--- config.mk ---
export PLATFORM = sky130hd
export DESIGN_NAME = ibau_unit
export DESIGN_NICKNAME = d
export VERILOG_FILES = /design/src/ibau_pkg.sv /design/src/ibau_addr_calc.sv /design/src/ibau_unit.sv
export VERILOG_INCLUDE_DIRS = /design/src
export SDC_FILE = /design/constraint.sdc
export NUM_CORES = 1
export LEC_CHECK = 0
export BUFFER_PORTS_ARGS = -buffer_cell sky130_fd_sc_hd__buf_2
export CORE_UTILIZATION = 45
export CTS_CLUSTER_DIAMETER = 30
export DETAILED_ROUTE_END_ITERATION = 6
export GPL_TIMING_DRIVEN = 0
export HOLD_SLACK_MARGIN = 0.06
export PLACE_DENSITY_LB_ADDON = 0.08
export SYNTH_ARGS = -nofsm -noshare
export SYNTH_HDL_FRONTEND = slang
export SYNTH_SLANG_ARGS = --single-unit
--- constraint.sdc ---
create_clock -name mclk -period 3.85 [get_ports mclk]
set_input_delay 0.385 -clock mclk [delete_from_list [all_inputs] [get_ports mclk]]
set_output_delay 0.385 -clock mclk [all_outputs]
set_load 0.02 [all_outputs]
--- src/ibau_defines.svh ---
// Purpose: Constants for the indexed and bit addressing unit.
// Assumes: Opcode high nibble selects the addressing mode.
// Notes: Definitions only; included by bare name.
`ifndef IBAU_DEFINES_SVH
`define IBAU_DEFINES_SVH

// Opcode high-nibble groups of the addressing modes handled here.
`define IBAU_GRP_BTB 4'h0
`define IBAU_GRP_BSC 4'h1
`define IBAU_GRP_INH_A 4'h4
`define IBAU_GRP_INH_X 4'h5
`define IBAU_GRP_IX1_RMW 4'h6
`define IBAU_GRP_INH_C1 4'h8
`define IBAU_GRP_INH_C2 4'h9
`define IBAU_GRP_IX2 4'hD
`define IBAU_GRP_IX1 4'hE

// Field positions inside the opcode for the bit modes.
`define IBAU_BIT_MSB 3
`define IBAU_BIT_LSB 1
`define IBAU_POL_BIT 0

// Instruction lengths in bytes.
`define IBAU_LEN_INH 2'h1
`define IBAU_LEN_IX1 2'h2
`define IBAU_LEN_BSC 2'h2
`define IBAU_LEN_IX2 2'h3
`define IBAU_LEN_BTB 2'h3
`define IBAU_LEN_NONE 2'h0

// Direct page high byte for bit modes.
`define IBAU_PAGE_ZERO 8'h00

`endif

--- src/ibau_pkg.sv ---
// Purpose: Types shared by the indexed and bit addressing unit.
// Assumes: Nothing beyond the defines header.
// Notes: Holds types only.
package ibau_pkg;

   // Addressing mode of the captured opcode.
   typedef enum logic [2:0] {
      ibau_mode_inh,
      ibau_mode_ix1,
      ibau_mode_ix2,
      ibau_mode_bsc,
      ibau_mode_btb,
      ibau_mode_other
   } ibau_mode_t;

   // Sequencer states.
   typedef enum logic [2:0] {
      ibau_st_idle,
      ibau_st_fetch1,
      ibau_st_fetch2,
      ibau_st_read,
      ibau_st_write,
      ibau_st_done
   } ibau_state_t;

endpackage : ibau_pkg

--- src/ibau_addr_calc.sv ---
// Purpose: Address arithmetic for indexed sums and bit-test branch targets.
// Assumes: idx, pc and rel are register outputs of the same clock; base carries the live bus read byte.
// Notes: Purely combinational; the caller registers the results.
`timescale 1ns/10ps
`include "ibau_defines.svh"

module ibau_addr_calc (
   // Index operands
   input wire logic [7:0] idx,
   input wire logic [15:0] base,
   // Branch operands
   input wire logic [15:0] pc,
   input wire logic [7:0] rel,
   // Results
   output logic [15:0] index_sum,
   output logic [15:0] branch_sum
);

   logic [16:0] wide_sum;

   // full carry kept
   // The low-byte carry ripples into the high byte, so an 8-bit offset reaches 510.
   assign wide_sum = {9'h000, idx} + {1'b0, base};
   assign index_sum = wide_sum[15:0];

   // target after instruction
   // The offset is relative to the byte after the three-byte instruction.
   assign branch_sum = pc + {14'h0000, `IBAU_LEN_BTB} + {{8{rel[7]}}, rel};

endmodule : ibau_addr_calc

--- src/ibau_unit.sv ---
// Purpose: Operand fetch and address generation for indexed, bit set/clear, bit test branch and inherent opcodes.
// Assumes: The memory bus answers each request with a one-cycle bus_ack.
// Notes: Other addressing modes finish at once with inst_len zero.
// Behaviour
// - 8-bit offset indexed address is index plus unsigned operand byte.
// - 8-bit offset indexed instruction is two bytes, reaching up to 510.
// - 16-bit offset indexed adds index to two-byte operand, three bytes long.
// - Bit set/clear takes bit from opcode, address from next byte.
// - Bit set/clear reaches any bit in lowest 256 locations, two bytes.
// - Bit test decodes bit and polarity from opcode, address from byte two.
// - Signed third byte added to PC only when tested bit matches.
// - Branch target spans -125 to +130 from opcode address.
// - Tested bit is always copied into carry.
// - Bit test and branch is three bytes, lowest 256 locations.
// - Inherent instructions are one byte with no operand fetch.
`timescale 1ns/10ps
`include "ibau_defines.svh"

module ibau_unit (
   // Clock and reset
   input wire logic mclk,
   input wire logic rst,
   // Instruction request
   input wire logic start,
   input wire logic [7:0] opcode,
   input wire logic [15:0] pc,
   input wire logic [7:0] idx,
   output logic busy,
   // Memory bus
   output logic bus_req,
   output logic bus_we,
   output logic [15:0] bus_addr,
   output logic [7:0] bus_wdata,
   input wire logic [7:0] bus_rdata,
   input wire logic bus_ack,
   // Results
   output logic done,
   output ibau_pkg::ibau_mode_t mode,
   output logic [15:0] ea,
   output logic [1:0] inst_len,
   output logic [15:0] next_pc,
   output logic branch_taken,
   output logic carry_we,
   output logic carry_val
);

   ibau_pkg::ibau_state_t state;
   logic [7:0] op_r;
   logic [15:0] pc_r;
   logic [7:0] idx_r;
   logic [7:0] op1_r;
   logic [7:0] op2_r;
   logic [7:0] data_r;
   logic [15:0] index_base;
   logic [15:0] index_sum;
   logic [15:0] branch_sum;
   logic [2:0] bit_num;
   logic tested_bit;

   // Opcode decode; the same table serves capture and checking.
   function automatic ibau_pkg::ibau_mode_t decode_mode(input logic [7:0] op);
      ibau_pkg::ibau_mode_t m;
      case (op[7:4])
         `IBAU_GRP_BTB: m = ibau_pkg::ibau_mode_btb;
         `IBAU_GRP_BSC: m = ibau_pkg::ibau_mode_bsc;
         `IBAU_GRP_INH_A, `IBAU_GRP_INH_X, `IBAU_GRP_INH_C1, `IBAU_GRP_INH_C2: m = ibau_pkg::ibau_mode_inh;
         `IBAU_GRP_IX1, `IBAU_GRP_IX1_RMW: m = ibau_pkg::ibau_mode_ix1;
         `IBAU_GRP_IX2: m = ibau_pkg::ibau_mode_ix2;
         default: m = ibau_pkg::ibau_mode_other;
      endcase
      return m;
   endfunction : decode_mode

   assign bit_num = op_r[`IBAU_BIT_MSB:`IBAU_BIT_LSB];
   assign tested_bit = bus_rdata[bit_num];

   // two-byte base
   // The high operand byte comes first, so it is already held when the low one lands.
   assign index_base = (mode == ibau_pkg::ibau_mode_ix2) ? {op1_r, bus_rdata} : {8'h00, bus_rdata};

   ibau_addr_calc u_calc (
      .idx(idx_r),
      .base(index_base),
      .pc(pc_r),
      .rel(op2_r),
      .index_sum(index_sum),
      .branch_sum(branch_sum)
   );

   // Handshake outputs decode the state register directly.
   assign busy = (state != ibau_pkg::ibau_st_idle);
   assign done = (state == ibau_pkg::ibau_st_done);
   assign bus_req = busy && !done;

   // Sequencer: operand bytes first, then the direct-page access for bit modes.
   always_ff @(posedge mclk) begin
      if (rst) begin
         state <= ibau_pkg::ibau_st_idle;
      end else begin
         case (state)
            ibau_pkg::ibau_st_idle: begin
               if (start) begin
                  if ((decode_mode(opcode) == ibau_pkg::ibau_mode_inh) ||
                      (decode_mode(opcode) == ibau_pkg::ibau_mode_other)) begin
                     state <= ibau_pkg::ibau_st_done;
                  end else begin
                     state <= ibau_pkg::ibau_st_fetch1;
                  end
               end
            end
            ibau_pkg::ibau_st_fetch1: begin
               if (bus_ack) begin
                  case (mode)
                     ibau_pkg::ibau_mode_ix1: state <= ibau_pkg::ibau_st_done;
                     ibau_pkg::ibau_mode_bsc: state <= ibau_pkg::ibau_st_read;
                     default: state <= ibau_pkg::ibau_st_fetch2;
                  endcase
               end
            end
            ibau_pkg::ibau_st_fetch2: begin
               if (bus_ack) begin
                  state <= (mode == ibau_pkg::ibau_mode_btb) ? ibau_pkg::ibau_st_read : ibau_pkg::ibau_st_done;
               end
            end
            ibau_pkg::ibau_st_read: begin
               if (bus_ack) begin
                  state <= (mode == ibau_pkg::ibau_mode_bsc) ? ibau_pkg::ibau_st_write : ibau_pkg::ibau_st_done;
               end
            end
            ibau_pkg::ibau_st_write: begin
               if (bus_ack) begin
                  state <= ibau_pkg::ibau_st_done;
               end
            end
            ibau_pkg::ibau_st_done: begin
               state <= ibau_pkg::ibau_st_idle;
            end
            default: begin
               state <= ibau_pkg::ibau_st_idle;
            end
         endcase
      end
   end

   // Instruction capture; the request is only taken while idle.
   always_ff @(posedge mclk) begin
      if (rst) begin
         op_r <= 8'h00;
         pc_r <= 16'h0000;
         idx_r <= 8'h00;
         mode <= ibau_pkg::ibau_mode_inh;
      end else if (start && !busy) begin
         op_r <= opcode;
         pc_r <= pc;
         idx_r <= idx;
         mode <= decode_mode(opcode);
      end
   end

   // Operand and data bytes as they arrive.
   always_ff @(posedge mclk) begin
      if (rst) begin
         op1_r <= 8'h00;
         op2_r <= 8'h00;
         data_r <= 8'h00;
      end else if (bus_ack) begin
         if (state == ibau_pkg::ibau_st_fetch1) begin
            op1_r <= bus_rdata;
         end
         if (state == ibau_pkg::ibau_st_fetch2) begin
            op2_r <= bus_rdata;
         end
         if (state == ibau_pkg::ibau_st_read) begin
            data_r <= bus_rdata;
         end
      end
   end

   // Bus address and write data are registered one step ahead of each access.
   always_ff @(posedge mclk) begin
      if (rst) begin
         bus_addr <= 16'h0000;
         bus_we <= 1'b0;
         bus_wdata <= 8'h00;
      end else if (state == ibau_pkg::ibau_st_idle && start) begin
         bus_addr <= pc + 16'h0001;
         bus_we <= 1'b0;
      end else if (bus_ack) begin
         bus_we <= 1'b0;
         if (state == ibau_pkg::ibau_st_fetch1) begin
            if (mode == ibau_pkg::ibau_mode_bsc) begin
               bus_addr <= {`IBAU_PAGE_ZERO, bus_rdata};
            end else begin
               bus_addr <= pc_r + 16'h0002;
            end
         end else if (state == ibau_pkg::ibau_st_fetch2) begin
            bus_addr <= {`IBAU_PAGE_ZERO, op1_r};
         end else if (state == ibau_pkg::ibau_st_read && mode == ibau_pkg::ibau_mode_bsc) begin
            // modify one bit
            // Polarity bit low sets, high clears; all other bits are written back as read.
            bus_we <= 1'b1;
            bus_wdata <= bus_rdata;
            bus_wdata[bit_num] <= ~op_r[`IBAU_POL_BIT];
         end
      end
   end

   // Results are registered as the sequence enters its final state; bit set/clear registers them at the read acknowledge, before its write.
   always_ff @(posedge mclk) begin
      if (rst) begin
         ea <= 16'h0000;
         inst_len <= `IBAU_LEN_NONE;
         next_pc <= 16'h0000;
         branch_taken <= 1'b0;
         carry_we <= 1'b0;
         carry_val <= 1'b0;
      end else if (state == ibau_pkg::ibau_st_idle && start) begin
         inst_len <= (decode_mode(opcode) == ibau_pkg::ibau_mode_inh) ? `IBAU_LEN_INH : `IBAU_LEN_NONE;
         next_pc <= pc + ((decode_mode(opcode) == ibau_pkg::ibau_mode_inh) ? 16'h0001 : 16'h0000);
         ea <= 16'h0000;
         branch_taken <= 1'b0;
         carry_we <= 1'b0;
      end else if (bus_ack && state == ibau_pkg::ibau_st_fetch1 && mode == ibau_pkg::ibau_mode_ix1) begin
         ea <= index_sum;
         inst_len <= `IBAU_LEN_IX1;
         next_pc <= pc_r + {14'h0000, `IBAU_LEN_IX1};
      end else if (bus_ack && state == ibau_pkg::ibau_st_fetch2 && mode == ibau_pkg::ibau_mode_ix2) begin
         ea <= index_sum;
         inst_len <= `IBAU_LEN_IX2;
         next_pc <= pc_r + {14'h0000, `IBAU_LEN_IX2};
      end else if (bus_ack && state == ibau_pkg::ibau_st_read) begin
         ea <= {`IBAU_PAGE_ZERO, op1_r};
         if (mode == ibau_pkg::ibau_mode_bsc) begin
            inst_len <= `IBAU_LEN_BSC;
            next_pc <= pc_r + {14'h0000, `IBAU_LEN_BSC};
         end else begin
            carry_we <= 1'b1;
            carry_val <= tested_bit;
            inst_len <= `IBAU_LEN_BTB;
            // branch on match
            // Polarity bit low branches on a set bit, high on a clear bit.
            branch_taken <= (tested_bit != op_r[`IBAU_POL_BIT]);
            next_pc <= (tested_bit != op_r[`IBAU_POL_BIT]) ? branch_sum : pc_r + {14'h0000, `IBAU_LEN_BTB};
         end
      end else if (state == ibau_pkg::ibau_st_done) begin
         carry_we <= 1'b0;
      end
   end
endmodule : ibau_unit

==> impl_metrics.ini <==
[global_routing]
track_usage = 0.3001
antenna_found_initial = 0
grt_max_degree = 19
grt.overflow.total = 0
grt_pass1_vias = 6853
grt_pass1_wl_um = 38230

[clocking]
clk_latency_ps = 370
cts.clk_slew.worst_paths_ps = 80
cts.htree.levels = 3
cts.sinks = 112
numCtsBuffers = 9
cts_tree = yes
clockRootBuffer = clkbuf_16
cts_buffer_depth = 2

[finish]
stdcell_area_um2 = 8537
fin_util = 0.5335
fin_nets = 1200
diodes = 0
area_delta_synth_final_pct = 15.00
drive_gt1_frac = 0.1361

[placement]
placement.cell_area_um2 = 8219
detailedPlacementHpwl_um = 18950
pre_cts_ws_ps = 147.7
place_congestion = 0.8965
io_buffers = 105

[routing]
wire_per_inst_um = 18.60
drt-initial-drc-count = 633
wirelength_um = 24930
vias = 7702
ant_nets = 0
drc_errors = 0
vias_per_cell = 5.748
dr.pass1.iters = 6

[synth]
yosys_warnings = 0
synth_largest_area_cell = dfxtp_1
synth_area_leaders = dfxtp_1 (30%), nand2_1 (8.3%), a21oi_1 (7.6%), ha_1 (5.9%), nor2_1 (5.2%)
ys_seq_elements = 112
syn_nets = 1084
synth-async-reset-ratio = 0
synth-edff-count = 0
syn_area_um2 = 7423
synthFlopType = dfxtp_1
syn_inst = 1003
ys_types = 62
ys_seq_area_frac = 0.3020
synthDominantCellAreaShare = 0.3020
syn_avg_cell_area_um2 = 7.401

[sta]
worst_slew_pin_slew_ps = 1174
setup_viol = 0
finalCritPeriodShare = 0.9501
relSlewSlack = 0.2158
fin_crit_ps = 3658
skew_ps = 9.252
setup_ws_ps = 192.2
rsz0062_at_grt = yes
fmax_mhz = 273.4
hold_viol = 0
final_max_slew_viol_count = 0

[pwr]
seqPwrFrac = 0.379
power_density_nw_per_um2 = 425.7
p_sw_w = 0.001434
intPower_w = 0.002201
p_sw_frac = 0.3945
clock_power_share = 0.264
combPwrFrac = 0.357
irDropWorstVdd_uv = 232.8
p_leak_nw = 3.395

[status]
outcome = complete, no violations

[worst_setup_path]
crit_type = reg -> reg
cp_data_arrival_time_ps = 3970
critical_path.endpoint_type = flop
crit_fanout = 6
crit_required_ps = 4160
cp-start-kind = flop

[die]
initial_utilization = 0.4640
coreArea_um2 = 16000
io_pins = 112
die_area_um2 = 17010
dieHeight_um = 130.4
rows = 46
die_x_um = 130.4

[run]
drv_cap = 0

[min_path]
hold_class = in -> reg
worst paths after layout:
kind                start           end  slack, ps  cells past startpoint
max               pc_r[0]   next_pc[11]        190                     13
min                idx[1]      idx_r[1]        250                      3
max reg2reg       pc_r[0]   next_pc[11]        190                     13
min reg2reg  bus_wdata[1]  bus_wdata[1]        450                      2
area by class of cell:
class / instances / area (um2)
Timing Repair Buffer: 106 / 533.0
Inverter: 19 / 71.32
Sequential cell: 112 / 2245
Clock buffer: 11 / 252.7
Clock inverter: 5 / 36.28
Tap cell: 216 / 270.3
Fill cell: 1689 / 7463
Buffer: 67 / 269.0
Multi-Input combinational cell: 804 / 4860
per-stage QoR:
stage               std cells  hold WS (ps)  TNS [ps]  power, W
floorplan                1003         440.0         0  0.002253
global placement         1324         431.4         0  0.002662
detailed placement       1324         439.8         0  0.002667
CTS                      1340         244.1         0  0.003620
global route             1340         248.4    -32.44  0.003812
finish                   1340         249.8         0  0.003635
Yosys cell counts, types with 6 or more instances:
cell type and instances:
xnor2_1 41, nor2_1 103, dfxtp_1 112, o21ai_0 53, mux2i_1 7, a31oi_1 8
nand2_1 164, a221oi_1 8, o221ai_1 12, a21o_1 8, nand4_1 7, o211ai_1 11
or3_1 6, xor2_1 34, nor3_1 23, nor2b_1 9, and3_1 9, ha_1 35
nand2b_1 10, inv_1 19, a211oi_1 35, clkbuf_1 61, nand3_1 36, a21oi_1 113
placed cells by master (no fill, tap or decap), drive strengths merged, types with 12 or more instances in the layout:
cell    count
nand2     164
a21oi     113
buf       113
dfxtp     112
nor2      104
clkbuf     71
o21ai      53
xnor2      42
nand3      36
a211oi     35
ha         35
xor2       34
nor3       24
inv        22
o221ai     12
layer usage:
metal  GRT usage  vias up  wire length (um)
met4      0.1075        2               714
li1            -     3772                 -
met1      0.4360     3573             12010
met2      0.4443      302             10450
met3     0.04764       53              1704
met5     0.02059        -                41
cells by family (layout without fill, tap and decap cells):
group,after synthesis,in the layout,share of synthesized area
flops,112,112,0.3020
fa+ha+maj,37,37,0.06439
compound gates,282,282,0.2382
mux,14,14,0.02107
buf+inv,87,208,0.04635
simple gates,395,395,0.2373
xor+xnor,76,76,0.09068
power groups by stage:
stage,Clock [W],Combinational (W),Sequential [W]
after detailed placement,0,0.00127,0.00140
after CTS,0.000969,0.00128,0.00137
after global placement,0,0.00127,0.00140
after floorplan,0,0.000789,0.00146
final,0.000960,0.00130,0.00138
after global routing,0.00101,0.00141,0.00139
worst max-delay path, stage by stage (launching register included):
cell and delay (ps):
dfxtp_1 430, inv_1 110, ha_1 230, nand3b_1 320
xnor2_1 260, ha_1 380, o211ai_1 100, o21ai_1 250
a41oi_1 190, nor2b_1 130, nor2_1 70, or4b_2 640
a31oi_1 320, o21a_1 150
repair_timing:
item / in CTS / in global routing
setup endpoints to repair: 0 / 3
setup buffers: 0 / 1
gates resized for setup: 0 / 8
hold buffers: 0 / 0
hold endpoints to repair: 0 / 0
state kept, by name, indices dropped and copies added, names as in the netlist:
register / cells
op2_r: 8
carry_we: 1
op1_r: 8
carry_val: 1
pc_r: 16
ea: 16
bus_wdata: 8
mode: 3
state: 3
branch_taken: 1
bus_addr: 16
bus_we: 1
op_r: 4
idx_r: 8
inst_len: 2
next_pc: 16
No activity file was read; power rests on OpenSTA's default activity.
